### src/verilog/iowd_pkg.sv
// Shared constants and types of the I/O watchdog action and status block
package iowd_pkg;
    // Register indices; HV options on the control port only, sync counters on the fieldbus port only
    localparam logic [6:0] IDX_TIMEOUT_LENGTH = 7'h35;
    localparam logic [6:0] IDX_WD_CONFIG = 7'h36;
    localparam logic [6:0] IDX_OUTPUT_FORCE = 7'h37;
    localparam logic [6:0] IDX_OE_FORCE = 7'h38;
    localparam logic [6:0] IDX_INPUT_RETRIGGER = 7'h39;
    localparam logic [6:0] IDX_PEAK_COUNT = 7'h3A;
    localparam logic [6:0] IDX_HV_STATUS = 7'h3B;
    localparam logic [6:0] IDX_SYNC_COUNTERS = 7'h3F;
    localparam logic [6:0] IDX_HV_OPTIONS = 7'h40;
    // Field positions inside the 64-bit force and retrigger words
    localparam int LEVEL_LSB = 0;
    localparam int SELECT_LSB = 32;
    localparam int LINE_COUNT = 24;
    // Configuration bits
    localparam int CFG_PERSISTENT_BIT = 0;
    localparam int CFG_IN_EDGE_BIT = 4;
    localparam int CFG_ACTIVE_BIT = 7;
    // Sync counter halves and high-voltage option fields
    localparam int SYNC_A_LSB = 0;
    localparam int SYNC_B_LSB = 16;
    localparam int DIFF_PAIR_LSB = 24;
    localparam int HV_OPTION_WIDTH = 28;
    // Reset values
    localparam logic [63:0] RESET_WORD64 = 64'h0000_0000_0000_0000;
    localparam logic [31:0] RESET_WORD32 = 32'h0000_0000;
    localparam logic [7:0] RESET_CONFIG = 8'h00;
    // Timer tick: 25 MHz derived from the 200 MHz core clock
    localparam int CORE_CLOCK_KHZ = 200000;
    localparam int TIMER_CLOCK_KHZ = 25000;
    localparam int TICK_DIVIDE = CORE_CLOCK_KHZ / TIMER_CLOCK_KHZ;
    localparam logic [3:0] TICK_LAST = 4'(TICK_DIVIDE - 1);

    // One register access request
    typedef struct packed {
        logic wr;
        logic rd;
        logic [6:0] addr;
        logic [63:0] wdata;
    } iowd_req_type;

    // One register access answer
    typedef struct packed {
        logic ack;
        logic err;
        logic [63:0] rdata;
    } iowd_rsp_type;
endpackage

### src/verilog/iowd_core.sv
// Watchdog action masking, fault status, sync counters and HV pin options
`timescale 1ns/1ps
`default_nettype none

module iowd_core
    import iowd_pkg::*;
#(
    parameter int LINES = LINE_COUNT
) (
    // Clock and reset
    input wire logic clock,
    input wire logic rst,
    // Fieldbus master register port
    input wire iowd_req_type fb_req,
    output iowd_rsp_type fb_rsp,
    // Control SPI register port
    input wire iowd_req_type ctl_req,
    output iowd_rsp_type ctl_rsp,
    // Startup preload of HV options
    input wire logic preload_valid,
    input wire logic [31:0] preload_data,
    // Other re-trigger sources, one-cycle pulse on this clock
    input wire logic ext_retrigger,
    // I/O lines: pins in, normal control from the I/O logic, pins out
    input wire logic [LINES-1:0] io_in,
    input wire logic [LINES-1:0] normal_out,
    input wire logic [31:0] normal_oe,
    output logic [LINES-1:0] io_out,
    output logic [31:0] io_oe,
    // Analog fault detectors and sync pulse pins
    input wire logic [7:0] hv_output_level_detect,
    input wire logic [7:0] ground_short_detect,
    input wire logic [7:0] supply_short_detect,
    input wire logic sync_pulse_a,
    input wire logic sync_pulse_b,
    // HV pin driver options and watchdog state
    output logic [HV_OPTION_WIDTH-1:0] hv_pin_options,
    output logic timeout_active
);
    // Programmed registers
    logic [63:0] output_force_ff;
    logic [31:0] oe_force_ff;
    logic [63:0] input_retrigger_ff;
    logic [31:0] timeout_length_ff;
    logic [7:0] config_ff;

    // Timer state
    logic [31:0] count_ff;
    logic [31:0] peak_ff;
    logic active_ff;
    logic [3:0] div_ff;

    // Two-stage pin synchronisers
    logic [LINES-1:0] in_meta_ff;
    logic [LINES-1:0] in_sync_ff;
    logic [23:0] hv_meta_ff;
    logic [23:0] hv_sync_ff;
    logic [1:0] sync_meta_ff;
    logic [1:0] sync_sync_ff;

    // Edge history, event counters and pin options
    logic [1:0] sync_prev_ff;
    logic [15:0] sync_a_count_ff;
    logic [15:0] sync_b_count_ff;
    logic cond_prev_ff;
    logic [HV_OPTION_WIDTH-1:0] hv_options_ff;

    // Registered outputs and answers
    logic [LINES-1:0] io_out_ff;
    logic [31:0] io_oe_ff;
    iowd_rsp_type fb_rsp_ff;
    iowd_rsp_type ctl_rsp_ff;

    // Write decode; the control port wins when both write one register
    wire ctl_wr = ctl_req.wr;
    wire fb_wr = fb_req.wr & ~(ctl_req.wr & ctl_req.addr == fb_req.addr);
    wire wr_length = (ctl_wr & ctl_req.addr == IDX_TIMEOUT_LENGTH)
                   | (fb_wr & fb_req.addr == IDX_TIMEOUT_LENGTH);
    wire wr_config_c = ctl_wr & ctl_req.addr == IDX_WD_CONFIG;
    wire wr_config_f = fb_wr & fb_req.addr == IDX_WD_CONFIG;
    wire wr_outf_c = ctl_wr & ctl_req.addr == IDX_OUTPUT_FORCE;
    wire wr_outf_f = fb_wr & fb_req.addr == IDX_OUTPUT_FORCE;
    wire wr_oef_c = ctl_wr & ctl_req.addr == IDX_OE_FORCE;
    wire wr_oef_f = fb_wr & fb_req.addr == IDX_OE_FORCE;
    wire wr_inr_c = ctl_wr & ctl_req.addr == IDX_INPUT_RETRIGGER;
    wire wr_inr_f = fb_wr & fb_req.addr == IDX_INPUT_RETRIGGER;
    wire wr_hvopt = ctl_wr & ctl_req.addr == IDX_HV_OPTIONS;
    wire [63:0] length_wdata = (ctl_wr & ctl_req.addr == IDX_TIMEOUT_LENGTH)
                             ? ctl_req.wdata : fb_req.wdata;

    // Register fields
    wire [LINES-1:0] timeout_output_level =
        output_force_ff[LEVEL_LSB +: LINES];
    wire [LINES-1:0] timeout_output_select =
        output_force_ff[SELECT_LSB +: LINES];
    wire [LINES-1:0] retrigger_input_level =
        input_retrigger_ff[LEVEL_LSB +: LINES];
    wire [LINES-1:0] retrigger_input_select =
        input_retrigger_ff[SELECT_LSB +: LINES];

    // Input condition: every selected line at its level, none selected is false
    // A partial match stays false, so one early line cannot re-trigger alone
    wire [LINES-1:0] line_ok = ~retrigger_input_select
                             | ~(in_sync_ff ^ retrigger_input_level);
    wire cond_now = (&line_ok) & (|retrigger_input_select);
    wire cond_rise = cond_now & ~cond_prev_ff;
    wire cond_fall = ~cond_now & cond_prev_ff;
    wire in_retrigger = config_ff[CFG_IN_EDGE_BIT]
                      ? cond_rise : cond_fall;
    wire retrigger = in_retrigger | ext_retrigger;

    // Timer
    // 25 MHz timer step as a one-cycle enable from the core clock divider
    wire tick = div_ff == TICK_LAST;
    wire wd_enabled = timeout_length_ff != RESET_WORD32;
    wire [31:0] count_inc = count_ff + 32'h0000_0001;
    wire count_step = wd_enabled & tick & ~active_ff & ~retrigger;
    wire reach = count_step & (count_inc >= timeout_length_ff);
    // Persistent mode holds the action until the length is rewritten
    wire release_act = retrigger & ~config_ff[CFG_PERSISTENT_BIT];
    wire [31:0] nxt_count = (wr_length | retrigger | ~wd_enabled)
                          ? RESET_WORD32
                          : (count_step ? count_inc : count_ff);
    wire [31:0] nxt_peak = wr_length ? RESET_WORD32
                         : (nxt_count > peak_ff ? nxt_count : peak_ff);
    // A length write ends any running action and restarts counting
    wire nxt_active = ~wr_length & wd_enabled
                    & (reach | (active_ff & ~release_act));

    // Output forcing while the action is active
    wire [LINES-1:0] force_lines = {LINES{active_ff}} & timeout_output_select;
    wire [LINES-1:0] nxt_io_out = (force_lines & timeout_output_level)
                                | (~force_lines & normal_out);
    wire [31:0] nxt_io_oe = active_ff ? oe_force_ff : normal_oe;

    // Read decode per port
    // Detector bits are synchronised levels, not latched events
    wire [31:0] hv_status = {8'h00, hv_sync_ff};
    wire [31:0] sync_word = {sync_b_count_ff, sync_a_count_ff};
    wire fb_hit_ro = fb_req.addr == IDX_PEAK_COUNT
                   | fb_req.addr == IDX_HV_STATUS
                   | fb_req.addr == IDX_SYNC_COUNTERS;
    wire ctl_hit_ro = ctl_req.addr == IDX_PEAK_COUNT
                    | ctl_req.addr == IDX_HV_STATUS;
    wire fb_hit_wo = fb_req.addr == IDX_TIMEOUT_LENGTH
                   | fb_req.addr == IDX_WD_CONFIG
                   | fb_req.addr == IDX_OUTPUT_FORCE
                   | fb_req.addr == IDX_OE_FORCE
                   | fb_req.addr == IDX_INPUT_RETRIGGER;
    wire ctl_hit_wo = ctl_req.addr == IDX_TIMEOUT_LENGTH
                    | ctl_req.addr == IDX_WD_CONFIG
                    | ctl_req.addr == IDX_OUTPUT_FORCE
                    | ctl_req.addr == IDX_OE_FORCE
                    | ctl_req.addr == IDX_INPUT_RETRIGGER
                    | ctl_req.addr == IDX_HV_OPTIONS;
    wire [31:0] fb_read = fb_req.addr == IDX_PEAK_COUNT ? peak_ff
                        : fb_req.addr == IDX_HV_STATUS ? hv_status
                        : sync_word;
    wire [31:0] ctl_read = ctl_req.addr == IDX_PEAK_COUNT ? peak_ff
                         : hv_status;
    wire fb_ok = (fb_req.rd & fb_hit_ro) | (fb_req.wr & fb_hit_wo);
    wire ctl_ok = (ctl_req.rd & ctl_hit_ro) | (ctl_req.wr & ctl_hit_wo);
    wire fb_any = fb_req.rd | fb_req.wr;
    wire ctl_any = ctl_req.rd | ctl_req.wr;
    // Refused accesses and writes answer with zero read data
    wire [31:0] fb_rdata = (fb_req.rd & fb_ok) ? fb_read : RESET_WORD32;
    wire [31:0] ctl_rdata = (ctl_req.rd & ctl_ok) ? ctl_read : RESET_WORD32;
    wire iowd_rsp_type nxt_fb_rsp = '{ack: fb_any & fb_ok,
        err: fb_any & ~fb_ok,
        rdata: {32'h0000_0000, fb_rdata}};
    wire iowd_rsp_type nxt_ctl_rsp = '{ack: ctl_any & ctl_ok,
        err: ctl_any & ~ctl_ok,
        rdata: {32'h0000_0000, ctl_rdata}};

    // Pin synchronisers
    // No reset: a reset held for a few edges flushes both stages
    always_ff @(posedge clock) begin
        in_meta_ff <= io_in;
        in_sync_ff <= in_meta_ff;
        hv_meta_ff <= {supply_short_detect, ground_short_detect,
                       hv_output_level_detect};
        hv_sync_ff <= hv_meta_ff;
        sync_meta_ff <= {sync_pulse_b, sync_pulse_a};
        sync_sync_ff <= sync_meta_ff;
    end

    // Configuration registers
    always_ff @(posedge clock) begin
        if (rst) begin
            output_force_ff <= RESET_WORD64;
            oe_force_ff <= RESET_WORD32;
            input_retrigger_ff <= RESET_WORD64;
            timeout_length_ff <= RESET_WORD32;
            config_ff <= RESET_CONFIG;
            hv_options_ff <= HV_OPTION_WIDTH'(RESET_WORD32);
        end else begin
            if (wr_outf_c | wr_outf_f) begin
                output_force_ff <= wr_outf_c ? ctl_req.wdata : fb_req.wdata;
            end
            if (wr_oef_c | wr_oef_f) begin
                oe_force_ff <= wr_oef_c ? ctl_req.wdata[31:0]
                                        : fb_req.wdata[31:0];
            end
            if (wr_inr_c | wr_inr_f) begin
                input_retrigger_ff <= wr_inr_c ? ctl_req.wdata
                                               : fb_req.wdata;
            end
            if (wr_length) begin
                timeout_length_ff <= length_wdata[31:0];
            end
            if (wr_config_c | wr_config_f) begin
                config_ff <= wr_config_c ? ctl_req.wdata[7:0]
                                         : fb_req.wdata[7:0];
            end
            if (wr_hvopt) begin
                hv_options_ff <= ctl_req.wdata[HV_OPTION_WIDTH-1:0];
            end else if (preload_valid) begin
                hv_options_ff <= preload_data[HV_OPTION_WIDTH-1:0];
            end
        end
    end

    // Timer, peak and action state
    always_ff @(posedge clock) begin
        if (rst) begin
            div_ff <= 4'h0;
            count_ff <= RESET_WORD32;
            peak_ff <= RESET_WORD32;
            active_ff <= 1'b0;
            cond_prev_ff <= 1'b0;
        end else begin
            div_ff <= tick ? 4'h0 : div_ff + 4'h1;
            count_ff <= nxt_count;
            peak_ff <= nxt_peak;
            active_ff <= nxt_active;
            cond_prev_ff <= cond_now;
        end
    end

    // Free-running sync event counters, not touched by reads
    always_ff @(posedge clock) begin
        if (rst) begin
            sync_prev_ff <= 2'h0;
            sync_a_count_ff <= 16'h0000;
            sync_b_count_ff <= 16'h0000;
        end else begin
            sync_prev_ff <= sync_sync_ff;
            if (sync_sync_ff[0] & ~sync_prev_ff[0]) begin
                sync_a_count_ff <= sync_a_count_ff + 16'h0001;
            end
            if (sync_sync_ff[1] & ~sync_prev_ff[1]) begin
                sync_b_count_ff <= sync_b_count_ff + 16'h0001;
            end
        end
    end

    // Registered outputs and answers
    always_ff @(posedge clock) begin
        if (rst) begin
            io_out_ff <= '0;
            io_oe_ff <= RESET_WORD32;
            fb_rsp_ff <= '0;
            ctl_rsp_ff <= '0;
        end else begin
            io_out_ff <= nxt_io_out;
            io_oe_ff <= nxt_io_oe;
            fb_rsp_ff <= nxt_fb_rsp;
            ctl_rsp_ff <= nxt_ctl_rsp;
        end
    end

    // Every output comes straight from its register
    assign io_out = io_out_ff;
    assign io_oe = io_oe_ff;
    assign fb_rsp = fb_rsp_ff;
    assign ctl_rsp = ctl_rsp_ff;
    // Slope, drive strength and differential pairing go straight to pads
    assign hv_pin_options = hv_options_ff;
    assign timeout_active = active_ff;
endmodule // iowd_core

`default_nettype wire

### config.mk
export PLATFORM = sky130hd
export DESIGN_NAME = iowd_core
export DESIGN_NICKNAME = d
export VERILOG_FILES = /design/src/verilog/iowd_pkg.sv /design/src/verilog/iowd_core.sv
export SDC_FILE = /design/constraint.sdc
export NUM_CORES = 1
export LEC_CHECK = 0
export ABC_CLOCK_PERIOD_IN_PS = 8300
export BUFFER_PORTS_ARGS = -buffer_cell sky130_fd_sc_hd__buf_2
export CAP_MARGIN = 20
export CORE_ASPECT_RATIO = 0.7
export CORE_MARGIN = 5
export CORE_UTILIZATION = 37
export CTS_CLUSTER_SIZE = 10
export DETAILED_ROUTE_END_ITERATION = 10
export PLACE_DENSITY_LB_ADDON = 0.05
export RECOVER_POWER = 100
export SKIP_CTS_REPAIR_TIMING = 1
export SYNTH_ARGS = -nofsm -noshare
export SYNTH_HDL_FRONTEND = slang
export SYNTH_SLANG_ARGS = --single-unit
### constraint.sdc
create_clock -name clock -period 8.3 [get_ports clock]
set_clock_uncertainty 0.2 [all_clocks]
set_input_delay 1.245 -clock clock [delete_from_list [all_inputs] [get_ports clock]]
set_output_delay 1.245 -clock clock [all_outputs]
set_load 0.05 [all_outputs]
==> out/qor.txt, run 1 <==
STATUS
--------------------------------------------------------------------------------------
Run status                                                                finished with violations
Violations in the final reports                                           max-capacitance violations, max-slew violations

FLOORPLANNING
--------------------------------------------------------------------------------------
I/O pins                                                                           505
Core box area                                                               0.0599 mm2
Full die area                                                               0.0656 mm2
Die outline width                                                               304 um
Die H                                                                           216 um
Effective utilization at floorplan                                               37.4%
# rows                                                                              75

CTS
--------------------------------------------------------------------------------------
Clock root buffer                                                         sky130_fd_sc_hd__clkbuf_16
Clock-pin transition on the worst setup and hold timing paths                  0.06 ns
Number of H-tree levels                                                              2
Clock network latency to the later pin of the worst-skew pair                  0.61 ns
Clock Tree Buf Depth                                                                 3
CTS tree                                                                           yes
Number of clock sinks seen by CTS                                                  518
Total clock buffers created by CTS                                                  58

WORST HOLD PATH
--------------------------------------------------------------------------------------
Hold Crit Depth                                                                      0
Worst Hold Endpoint                                                       in_sync_ff[1]$_DFF_P_
Worst hold-check path type                                                     reg2reg
Hold wc startpoint                                                        in_meta_ff[1]$_DFF_P_

TIMING
--------------------------------------------------------------------------------------
Transition time of the tightest slew-check pin                                 3.46 ns
Max-slew violation count                                                           284
Final period utilization                                                         73.9%
Setup repair after global routing missed its margin                              false
Highest attainable clock frequency                                           0.163 GHz
Tightest slew margin relative to the limit                                       -131%
Worst hold-check slack                                                        0.121 ns
Number of hold violations in the final report                                        0
Setup Total Neg Slack                                                             0 ns
Number of failing setup endpoints in the final timing report                         0
Post-layout min period                                                         6.13 ns

GLOBAL ROUTING
--------------------------------------------------------------------------------------
Via count of the first global-routing pass                                      17,500
Residual overflow from global routing                                                0
Number of antenna violations at the first check in global routing                   13
Global-route wire length before repair                                      114,000 um
Largest net degree at the start of global routing                                   97
Total GRT Usage                                                                  22.7%

FINISH
--------------------------------------------------------------------------------------
Share of final-layout standard cells stronger than drive strength 1              14.0%
Final std cells w/o fill                                                         3,550
Total number of nets in the final design                                         3,086
Most frequent cells in the layout                                         517 x sky130_fd_sc_hd__dfxtp_1, 385 x sky130_fd_sc_hd__nor2_1, 266 x sky130_fd_sc_hd__buf_2
Layout filler cell count                                                         6,145
Synthesis-to-finish area growth                                                  16.6%
Most common library cell in the layout ignoring fill and taps             sky130_fd_sc_hd__dfxtp_1
Final instance area                                                         0.0261 mm2

DRT
--------------------------------------------------------------------------------------
First-pass iteration count of the detailed router                                    5
Post-detailed-route count of antenna-violating nets                                  0
Routed Wire Length                                                           77,800 um
Overall via count from detail_route                                             18,100
Detailed Route Iter0 Violations                                                  1,368
Vias per Instance                                                                 5.10
Final routed wire length divided by cell count                                 21.9 um
DRC Markers                                                                          0

SYNTH
--------------------------------------------------------------------------------------
Count of mapped cells out of synthesis                                           2,377
Async set-reset flop share out of synthesis                                         0%
Most common flop cell mapped by yosys                                     sky130_fd_sc_hd__dfxtp_1
Seq/Total Area, Yosys                                                            46.3%
Number of distinct standard cells referenced by the synthesized netlist             69
Mean Syn Cell Area                                                            9.42 um2
Number of enable-type register cells in the synthesized netlist                      0
Total of flip-flops plus latches after synthesis                                   518
Number of warning messages in the yosys log                                          0
Post-synthesis instance area                                                0.0224 mm2

WORST SETUP PATH
--------------------------------------------------------------------------------------
WP data arrival                                                                6.36 ns
Startpoint-to-endpoint class of the critical path                               in2reg
Startpoint of the worst register-to-register path                         count_ff[0]$_SDFF_PP0_
Worst r2r path cells                                                                18
Cells along the critical path                                             clkbuf_1 -> clkbuf_2 -> buf_4 -> a211oi_1
Critical Path RT                                                               8.53 ns
Largest stage delay on the critical path                                       2.39 ns
Slowest cell on the critical path                                         sky130_fd_sc_hd__clkbuf_1
Critical path buffer and inverter count                                              3
Critical path's top delay family                                          buffers and inverters
Kind of end point of the critical path                                        register
Worst Setup Start Kind                                                    primary input
Worst reg2reg path endpoint                                               peak_ff[31]$_SDFFE_PP0N_
Reg-to-reg slack, setup                                                        2.53 ns
Max FO, Critical Path                                                               95

POWER AND IR DROP
--------------------------------------------------------------------------------------
Largest voltage drop on the vdd net                                         0.000126 V
Final total power                                                            0.00529 W
Power density over the cells                                                203 mW/mm2
Leakage power total                                                            10.1 nW

PLACEMENT
--------------------------------------------------------------------------------------
Cell area after placement                                                   0.0249 mm2
Weighted congestion reported at the end of routability-driven placement          0.892
Count of port buffers added during placement                                       420
Post-placement cell count                                                        3,478
Hpwl dp                                                                      60,200 um

RUN
--------------------------------------------------------------------------------------
MaxCap Viol Count                                                                    4

-- synthesized netlist by cell type (48+ instances only) --
library cell                 n  area [um2]
sky130_fd_sc_hd__ha_1       68         851
sky130_fd_sc_hd__mux2i_1   249        2490
sky130_fd_sc_hd__a21oi_1    80         400
sky130_fd_sc_hd__clkbuf_1  104         390
sky130_fd_sc_hd__nor2_1    386        1450
sky130_fd_sc_hd__a211oi_1  214        1610
sky130_fd_sc_hd__xnor2_1    54         473
sky130_fd_sc_hd__nand3_1    48         240
sky130_fd_sc_hd__xor2_1     65         569
sky130_fd_sc_hd__inv_1      72         270
sky130_fd_sc_hd__buf_4      64         480
sky130_fd_sc_hd__nand2_1   152         571
sky130_fd_sc_hd__dfxtp_1   518       10400
-- per-layer routing --
metal,track usage [%],vias up,wire length (um)
met2,30.6,564,30200
met4,4.21,6,1030
met3,6.00,85,6490
li1,-,8844,-
met5,0,-,33
met1,35.9,8596,40100
-- kinds of logic after synthesis --
family	Yosys count	share of synthesized area (%)
AOI/OAI and AO/OA	393	13.0
xor gates and xnor gates	119	4.66
adders and majority gates	68	3.80
buffers and inverters	286	6.04
DFF	518	46.3
muxes	251	11.2
other	1	0.0168
and+or+nand+nor	741	14.9
-- metrics by stage --
| step | worst slack [ns] | util, % |
|---|---|---|
| after floorplan | 3.11 | - |
| after global placement | 2.20 | 41.6 |
| final | 2.17 | 43.6 |
| after CTS | 2.79 | 44.1 |
| after detailed placement | 2.14 | 41.6 |
| after global routing | 1.72 | 43.6 |
-- sequential cells by signal, summed over array words and instances (netlist names), 32 cells and up --
name and count:
ctl_rsp 34, output_force_ff 48, timeout_length_ff 32, oe_force_ff 32, io_oe 32, fb_rsp 34, count_ff 32, peak_ff 32
input_retrigger_ff 48
-- power breakdown --
part	internal (W)	leakage [nW]	switching [W]
Sequential	0.00255	4.24	0.0000291
Combinational	0.000123	5.11	0.000358
Clock	0.00125	0.751	0.000972
Total	0.00393	10.1	0.00136
-- cell type report --
type	count	area [um2]	share of cell area, %
Clock inverter	3	18.8	0.0719
Inverter	73	274	1.05
Antenna cell	5	12.5	0.0480
Clock buffer	64	1510	5.77
Sequential cell	518	10400	39.8
Multi-Input combinational cell	1636	10800	41.5
Tap cell	808	1010	3.87
Timing Repair Buffer	443	2070	7.95
-- worst max-delay path by stage --
stage | startpoint | to | slack [ns] | cells past startpoint
6_report | rst | input_retrigger_ff[54]$_SDFFE_PP0P_ | 2.17 | 4
3_5_place_dp | ctl_req[67] | peak_ff[31]$_SDFFE_PP0N_ | 2.14 | 19
2_1_floorplan | ctl_req[65] | peak_ff[9]$_SDFFE_PP0N_ | 3.11 | 19
4_1_cts | ctl_req[67] | peak_ff[31]$_SDFFE_PP0N_ | 2.79 | 19
3_3_place_gp | ctl_req[67] | peak_ff[31]$_SDFFE_PP0N_ | 2.20 | 19
5_1_grt | rst | hv_pin_options[4]$_SDFFE_PP0P_ | 1.72 | 4
(Power assumes the default switching activity.)
==> run 2, diff against run 1 <==
ABC_AREA = 1   (was not set)
ABC_CLOCK_PERIOD_IN_PS = 5100   (was 8300)
clock period = 5.1 ns   (was 8.3 ns; I/O delays follow)
==> run 2 against run 1 <==
Net effect:
- the run still ends with max-capacitance violations, max-slew violations left
- critical path depth is 18 higher
- non-clock buffer count is 15 higher
- clock-buffer cell count is 9 higher
- setup slack worse by 1.8 ns
- global-route usage is 1.4 points higher
- first-iteration DRC count is 44% higher
- core utilization is 0.093 points lower
- hold slack worse by 0.075 ns
- via count is 23% higher
- area after synthesis is 4.8% higher
- combinational power is 130% higher
- largest power group unchanged
- highest routed layer unchanged
==> out/qor.txt, run 2 <==
SYNTH
--------------------------------------------------------------------------------------
Most common flop cell mapped by yosys                                     sky130_fd_sc_hd__dfxtp_1
Area contributors post-synth                                              sky130_fd_sc_hd__dfxtp_1 44%, sky130_fd_sc_hd__nor2_1 8.5%, sky130_fd_sc_hd__nand2_1 8.3%, sky130_fd_sc_hd__o21ai_0 6.5%, sky130_fd_sc_hd__inv_1 6.1%
Total of flip-flops plus latches after synthesis                                   518   unchanged
Post-synth top cells                                                      532 x sky130_fd_sc_hd__nor2_1, 520 x sky130_fd_sc_hd__nand2_1, 518 x sky130_fd_sc_hd__dfxtp_1, 380 x sky130_fd_sc_hd__inv_1, 305 x sky130_fd_sc_hd__o21ai_0
Mean Syn Cell Area                                                            7.24 um2   -23%
Post-synthesis instance area                                                0.0235 mm2   +4.8%
Synth top area share                                                             44.2%   -2.1 points
Count of mapped cells out of synthesis                                           3,241   +36%
Seq/Total Area, Yosys                                                            44.2%   -2.1 points
Async set-reset flop share out of synthesis                                         0%   unchanged
Number of distinct standard cells referenced by the synthesized netlist             45   -35%
Number of warning messages in the yosys log                                          0   unchanged
Number of enable-type register cells in the synthesized netlist                      0   unchanged
Biggest area consumer among synthesized cells                             sky130_fd_sc_hd__dfxtp_1
Count leader, synth                                                       sky130_fd_sc_hd__nor2_1

FLOORPLANNING
--------------------------------------------------------------------------------------
Core box area                                                               0.0630 mm2   +5.2%
# rows                                                                              77   +2.7%
I/O pins                                                                           505   unchanged
Die outline width                                                               311 um   +2.3%
Die H                                                                           221 um   +2.3%
Effective utilization at floorplan                                               37.2%   -0.15 points
Full die area                                                               0.0686 mm2   +4.6%

WORST HOLD PATH
--------------------------------------------------------------------------------------
Worst hold-check path type                                                      in2reg
Hold wc startpoint                                                           io_in[15]
Hold Crit Depth                                                                      1   +1

DRT
--------------------------------------------------------------------------------------
Final routed wire length divided by cell count                                 19.5 um   -11%
First-pass iteration count of the detailed router                                    6   +1
Routed Wire Length                                                           86,500 um   +11%
Post-detailed-route count of antenna-violating nets                                  0   unchanged
Detailed Route Iter0 Violations                                                  1,971   +44%
Overall via count from detail_route                                             22,200   +23%
DRC Markers                                                                          0   unchanged
Vias per Instance                                                                 5.01   -1.7%

POWER AND IR DROP
--------------------------------------------------------------------------------------
Largest voltage drop on the vdd net                                         0.000278 V   +120%
Reported net switching power                                                 0.00253 W   +86%
Combinational share of power                                                     12.3%   +3.2 points
Final total power                                                            0.00919 W   +74%
Power density over the cells                                                335 mW/mm2   +66%
Proportion of total power due to net switching                                   27.5%   +1.8 points
Clock Power Share                                                                41.4%   -0.7 points
Leakage power total                                                            12.8 nW   +27%
Total internal power                                                         0.00666 W   +70%
Flop pwr share                                                                   46.3%   -2.5 points

FINISH
--------------------------------------------------------------------------------------
Most frequent cells in the layout                                         530 x sky130_fd_sc_hd__nor2_1, 521 x sky130_fd_sc_hd__nand2_1, 517 x sky130_fd_sc_hd__dfxtp_1
Synthesis-to-finish area growth                                                  16.8%
Most common library cell in the layout ignoring fill and taps             sky130_fd_sc_hd__nor2_1
Total number of nets in the final design                                         3,943   +28%
Largest registers                                                         input_retrigger_ff x48, output_force_ff x48
Share of final-layout standard cells stronger than drive strength 1              11.8%   -2.1 points

STATUS
--------------------------------------------------------------------------------------
Run status                                                                finished with violations
Violations in the final reports                                           max-capacitance violations, max-slew violations

WORST SETUP PATH
--------------------------------------------------------------------------------------
Kind of end point of the critical path                                        register
Critical path buffer and inverter count                                              5   +2
Critical Path RT                                                               5.37 ns   -3.16 ns
Crit path depth                                                                     22   +18
Reg-to-reg slack, setup                                                        0.41 ns   -2.12 ns
Startpoint-to-endpoint class of the critical path                              reg2reg
Cells along the critical path                                             nor2_1 -> nand3_1 -> nor2_1 -> nand2_1 -> nor2_1 -> nor2_2 -> nand4_1 -> buf_4 -> nand2_1 -> nand3_1 -> inv_1 -> ha_1 -> nand2_1 -> nor2_1 -> nand4_1 -> inv_1 -> a21oi_1 -> nand2_1 -> nand2_1 -> inv_1 -> buf_4 -> a21oi_1
Worst setup path startpoint                                               timeout_length_ff[0]$_SDFFE_PP0P_
Max FO, Critical Path                                                               32   -66%
Cell repeated most along the worst path                                   sky130_fd_sc_hd__nand2_1
Slowest cell on the critical path                                         sky130_fd_sc_hd__nand4_1
Largest stage delay on the critical path                                       0.52 ns   -1.87 ns
WP data arrival                                                                4.96 ns   -1.40 ns
Critical path's top delay family                                          simple AND/OR/NAND/NOR gates
Worst Setup Start Kind                                                        register
Startpoint of the worst register-to-register path                         timeout_length_ff[0]$_SDFFE_PP0P_
Worst r2r path cells                                                                22   +4

CTS
--------------------------------------------------------------------------------------
Number of H-tree levels                                                              2   unchanged
CTS tree                                                                           yes
Clock-pin transition on the worst setup and hold timing paths                  0.06 ns   about the same
Number of clock sinks seen by CTS                                                  518   unchanged
Clock network latency to the later pin of the worst-skew pair                  0.63 ns   +0.02 ns
Total clock buffers created by CTS                                                  59   +1.7%
Clock root buffer                                                         sky130_fd_sc_hd__clkbuf_16
Clock Tree Buf Depth                                                                 3   unchanged

TIMING
--------------------------------------------------------------------------------------
Max-slew violation count                                                           268   -5.6%
Post-layout min period                                                         4.69 ns
Final period utilization                                                         91.9%
Transition time of the tightest slew-check pin                                 2.79 ns   -0.665 ns
Number of failing setup endpoints in the final timing report                         0   unchanged
Highest attainable clock frequency                                           0.213 GHz
Tightest slew margin relative to the limit                                      -86.2%   +44 points
Setup repair after global routing missed its margin                              false
Number of hold violations in the final report                                        0   unchanged
Setup Total Neg Slack                                                             0 ns   unchanged

PLACEMENT
--------------------------------------------------------------------------------------
Count of port buffers added during placement                                       420   unchanged
Weighted congestion reported at the end of routability-driven placement          0.921   +3.2%
Hpwl dp                                                                      65,100 um   +8.0%

GLOBAL ROUTING
--------------------------------------------------------------------------------------
Largest net degree at the start of global routing                                   97   unchanged
Total GRT Usage                                                                  24.1%   +1.4 points
Number of antenna violations at the first check in global routing                   14   +1
Global-route wire length before repair                                      128,000 um   +12%
Via count of the first global-routing pass                                      20,500   +17%
Residual overflow from global routing                                                0   unchanged

RUN
--------------------------------------------------------------------------------------
MaxCap Viol Count                                                                    7   +3

-- run 2: kinds of logic (layout without fill, tap and decap cells) --
family	after synthesis	in the layout	synth area share, %
AOI/OAI and AO/OA	649	649	15.5
xor gates and xnor gates	27	27	1.01
adders and majority gates	68	68	3.63
buffers and inverters	620	918	11.2
DFF	518	518	44.2
other	1	72	0.0160
and+or+nand+nor	1358	1358	24.4
-- run 2: final cells by class --
type	count	area, um2
antenna	8	20.0
clock buffer	73	1610
clock inverter	3	30.0
fill	6751	35600
inverter	384	1450
multi-input combinational	2166	10700
sequential	518	10400
tap	829	1040
timing repair buffer	458	2170
-- run 2: routing by layer --
metal	global-route usage, %	routed length [um]	vias up
li1	-	-	11000
met1	37.4	43800	10300
met2	33.8	34300	793
met3	5.10	6600	104
met4	5.90	1780	2
met5	0	12	-
-- run 2: power by group through the flow --
stage,Clock (W),Combinational [W],Sequential (W)
after global placement,0,0.00112,0.00434
after detailed placement,0,0.00113,0.00434
after global routing,0.00409,0.00125,0.00427
final,0.00380,0.00113,0.00425
after CTS,0.00393,0.00114,0.00425
after floorplan,0,0.000640,0.00445
-- run 2: final timing paths --
path / endpoint
worst min register to register: in_sync_ff[8]$_DFF_P_
worst min-delay path: in_meta_ff[15]$_DFF_P_
worst max-delay path: peak_ff[22]$_SDFFE_PP0N_
worst max register to register: peak_ff[22]$_SDFFE_PP0N_
-- run 2: per-stage QoR --
step | std cells | setup WS, ns | hold slack (ns) | cell area, um2 | util [%]
2_1_floorplan | 3304 | 1.33 | 0.110 | 23700 | -
3_3_place_gp | 4354 | 0.458 | 0.110 | 26000 | 41.2
3_5_place_dp | 4355 | 0.409 | 0.112 | 26000 | 41.3
4_1_cts | 4431 | 0.411 | 0.000158 | 27600 | 43.9
5_1_grt | 4439 | 0.0292 | 0.00772 | 27400 | 43.5
6_report | 4439 | 0.412 | 0.0460 | 27400 | 43.5
==> run 3, diff against run 2 <==
CORE_MARGIN = 2   (was 5)
==> run 3 against run 2 <==
Net effect:
- design area increased by 0.22%
- global-route usage is 0.65 points higher
- setup slack improved by 0.13 ns
- via count rose by 0.32%
- power barely moved
- critical endpoint is now peak_ff[2]$_SDFFE_PP0N_
- first-iteration DRC count decreased by 1.5%
- the run still ends with max-capacitance violations, max-slew violations left
- clock power about the same
- sequential share of layout area is 0.083 points lower
- flip-flop and latch count did not move
- core utilization grew 0.16 points
- hold slack lost 0.0060 ns
==> out/qor.txt, run 3 (synthesis results as in run 2) <==
TIMING
--------------------------------------------------------------------------------------
Number of hold violations in the final report                                        0   unchanged
Highest attainable clock frequency                                           0.220 GHz   +2.9%
Setup Total Neg Slack                                                             0 ns   unchanged
Final period utilization                                                         89.3%   -2.6 points
Number of failing setup endpoints in the final timing report                         0   unchanged
Max-slew violation count                                                           125   -53%
Transition time of the tightest slew-check pin                                 2.84 ns   +0.0489 ns
Setup slack of the critical path after layout                                 0.545 ns   +0.134 ns
Setup repair after global routing missed its margin                              false
Post-layout min period                                                         4.55 ns   -0.134 ns
Tightest slew margin relative to the limit                                      -89.5%   -3.3 points

POWER AND IR DROP
--------------------------------------------------------------------------------------
Proportion of total power due to net switching                                   27.5%   about the same
Largest voltage drop on the vdd net                                         0.000210 V   -25%
Total internal power                                                         0.00666 W   about the same
Power density over the cells                                                335 mW/mm2   -0.13%
Reported net switching power                                                 0.00253 W   about the same
Clock Power Share                                                                41.6%   +0.2 points
Leakage power total                                                            12.8 nW   +0.37%
Flop pwr share                                                                   46.2%   about the same
Combinational share of power                                                     12.1%   -0.2 points

GLOBAL ROUTING
--------------------------------------------------------------------------------------
Number of antenna violations at the first check in global routing                   11   -3
Global-route wire length before repair                                      126,000 um   -1.5%
Residual overflow from global routing                                                0   unchanged
Via count of the first global-routing pass                                      20,700   +1.2%
Total GRT Usage                                                                  24.7%   +0.65 points
Largest net degree at the start of global routing                                  122   +26%

FLOORPLANNING
--------------------------------------------------------------------------------------
Full die area                                                               0.0655 mm2   -4.6%
I/O pins                                                                           505   unchanged
Core box area                                                               0.0629 mm2   -0.15%
Effective utilization at floorplan                                               37.3%   +0.057 points
# rows                                                                              77   unchanged
Die outline width                                                               305 um   -1.9%
Die H                                                                           215 um   -2.7%

CTS
--------------------------------------------------------------------------------------
CTS tree                                                                           yes
Number of clock sinks seen by CTS                                                  518   unchanged
Clock network latency to the later pin of the worst-skew pair                  0.63 ns   about the same
Number of H-tree levels                                                              2   unchanged
Clock Tree Buf Depth                                                                 3   unchanged
Clock-pin transition on the worst setup and hold timing paths                  0.06 ns   about the same
Total clock buffers created by CTS                                                  59   unchanged
Clock root buffer                                                         sky130_fd_sc_hd__clkbuf_16

FINISH
--------------------------------------------------------------------------------------
Layout filler cell count                                                         6,644   -1.6%
Share of final-layout standard cells stronger than drive strength 1              12.3%   +0.46 points
Most common library cell in the layout ignoring fill and taps             sky130_fd_sc_hd__nor2_1
Largest registers                                                         input_retrigger_ff x48, output_force_ff x48
Final instance area                                                         0.0275 mm2   +0.22%
Synthesis-to-finish area growth                                                  17.1%
Share of the core filled with cells in the final layout                          43.7%   +0.16 points
Most frequent cells in the layout                                         528 x sky130_fd_sc_hd__nor2_1, 520 x sky130_fd_sc_hd__nand2_1, 517 x sky130_fd_sc_hd__dfxtp_1
Total number of nets in the final design                                         3,945   +0.051%

WORST SETUP PATH
--------------------------------------------------------------------------------------
Worst reg2reg path endpoint                                               peak_ff[2]$_SDFFE_PP0N_
Largest stage delay on the critical path                                       0.50 ns   -0.02 ns
Slowest cell on the critical path                                         sky130_fd_sc_hd__nand4_1
Kind of end point of the critical path                                        register
End of the critical path                                                  peak_ff[2]$_SDFFE_PP0N_
Critical Path RT                                                               5.43 ns   +0.06 ns
Startpoint of the worst register-to-register path                         timeout_length_ff[0]$_SDFFE_PP0P_
Worst Setup Start Kind                                                        register
Max FO, Critical Path                                                               32   unchanged
Reg-to-reg slack, setup                                                        0.55 ns   +0.13 ns
Cells along the critical path                                             nor2_1 -> nand3_1 -> nor2_1 -> nand2_1 -> nor2_1 -> nor2_2 -> nand4_1 -> nand2_1 -> nand3_1 -> inv_1 -> ha_1 -> nand2_1 -> nor2_1 -> nand4_1 -> nor3_1 -> nand3_1 -> nand2_1 -> inv_1 -> buf_4 -> a21oi_1
Startpoint-to-endpoint class of the critical path                              reg2reg
Worst setup path startpoint                                               timeout_length_ff[0]$_SDFFE_PP0P_
Worst r2r path cells                                                                20   -9.1%
WP data arrival                                                                4.89 ns   -0.07 ns

PLACEMENT
--------------------------------------------------------------------------------------
Cell area after placement                                                   0.0260 mm2   -0.12%
Hpwl dp                                                                      62,600 um   -3.8%
Count of port buffers added during placement                                       420   unchanged
Weighted congestion reported at the end of routability-driven placement          0.927   +0.73%
Setup slack at placement                                                      0.514 ns   +0.105 ns

DRT
--------------------------------------------------------------------------------------
Overall via count from detail_route                                             22,300   +0.32%
Final routed wire length divided by cell count                                 18.8 um   -3.5%
Post-detailed-route count of antenna-violating nets                                  0   unchanged
DRC Markers                                                                          0   unchanged
First-pass iteration count of the detailed router                                    5   -1
Routed Wire Length                                                           83,500 um   -3.5%
Detailed Route Iter0 Violations                                                  1,941   -1.5%
Vias per Instance                                                                 5.02   +0.30%

STATUS
--------------------------------------------------------------------------------------
Run status                                                                finished with violations
Violations in the final reports                                           max-capacitance violations, max-slew violations

RUN
--------------------------------------------------------------------------------------
MaxCap Viol Count                                                                    2   -5

WORST HOLD PATH
--------------------------------------------------------------------------------------
Worst hold-check path type                                                      in2reg

==> run 3: power groups by stage <==
stage               combinational [W]  clock [W]  sequential, W
floorplan                    0.000640          0        0.00445
finish                        0.00112    0.00383        0.00425
detailed placement            0.00112          0        0.00434
global placement              0.00110          0        0.00434
global route                  0.00123    0.00410        0.00426
CTS                           0.00112    0.00393        0.00425
==> run 3: worst min-delay path by stage <==
stage | start | endpoint | slack, ns | cells past startpoint
2_1_floorplan | hv_meta_ff[0]$_DFF_P_ | hv_sync_ff[0]$_DFF_P_ | 0.11 | 0
3_3_place_gp | hv_meta_ff[2]$_DFF_P_ | hv_sync_ff[2]$_DFF_P_ | 0.11 | 0
3_5_place_dp | hv_meta_ff[11]$_DFF_P_ | hv_sync_ff[11]$_DFF_P_ | 0.11 | 0
4_1_cts | hv_output_level_detect[1] | hv_meta_ff[1]$_DFF_P_ | 0.007 | 1
5_1_grt | io_in[15] | in_meta_ff[15]$_DFF_P_ | 0.01 | 1
6_report | io_in[12] | in_meta_ff[12]$_DFF_P_ | 0.04 | 1
==> run 3: final cells by class <==
class	instances	area [um2]	share of cell area [%]
diodes	6	15.0	0.0547
clock buffers	75	1630	5.93
clock inverters	2	25.0	0.0911
inverters	384	1450	5.27
multi-input cells	2166	10700	39.0
flip-flops and latches	518	10400	37.8
well taps	829	1040	3.78
repair buffers	460	2220	8.08
==> run 3: per-layer routing <==
metal | vias to the layer above | global-route usage [%] | wire length [um]
met5 | - | 0 | 26
met1 | 10400 | 38.6 | 42600
met4 | 4 | 4.90 | 1260
li1 | 11000 | - | -
met2 | 727 | 35.4 | 33900
met3 | 91 | 3.84 | 5630
==> run 3: metrics by stage <==
step                      total power [W]  hold slack, ns  instances
after CTS                         0.00930         0.00740       4432
after global routing              0.00959          0.0132       4439
after detailed placement          0.00545           0.112       4355
after floorplan                   0.00509           0.110       3304
after global placement            0.00543           0.112       4355
final                             0.00920          0.0400       4440
==> run 3: critical path, delay by kind of cell, from the launching register on <==
kind	cells	cell delay [ns]
fa+ha+maj	1	0.29
buf+inv	3	0.36
simple gates	15	3.02
flops	1	0.36
compound gates	1	0.21
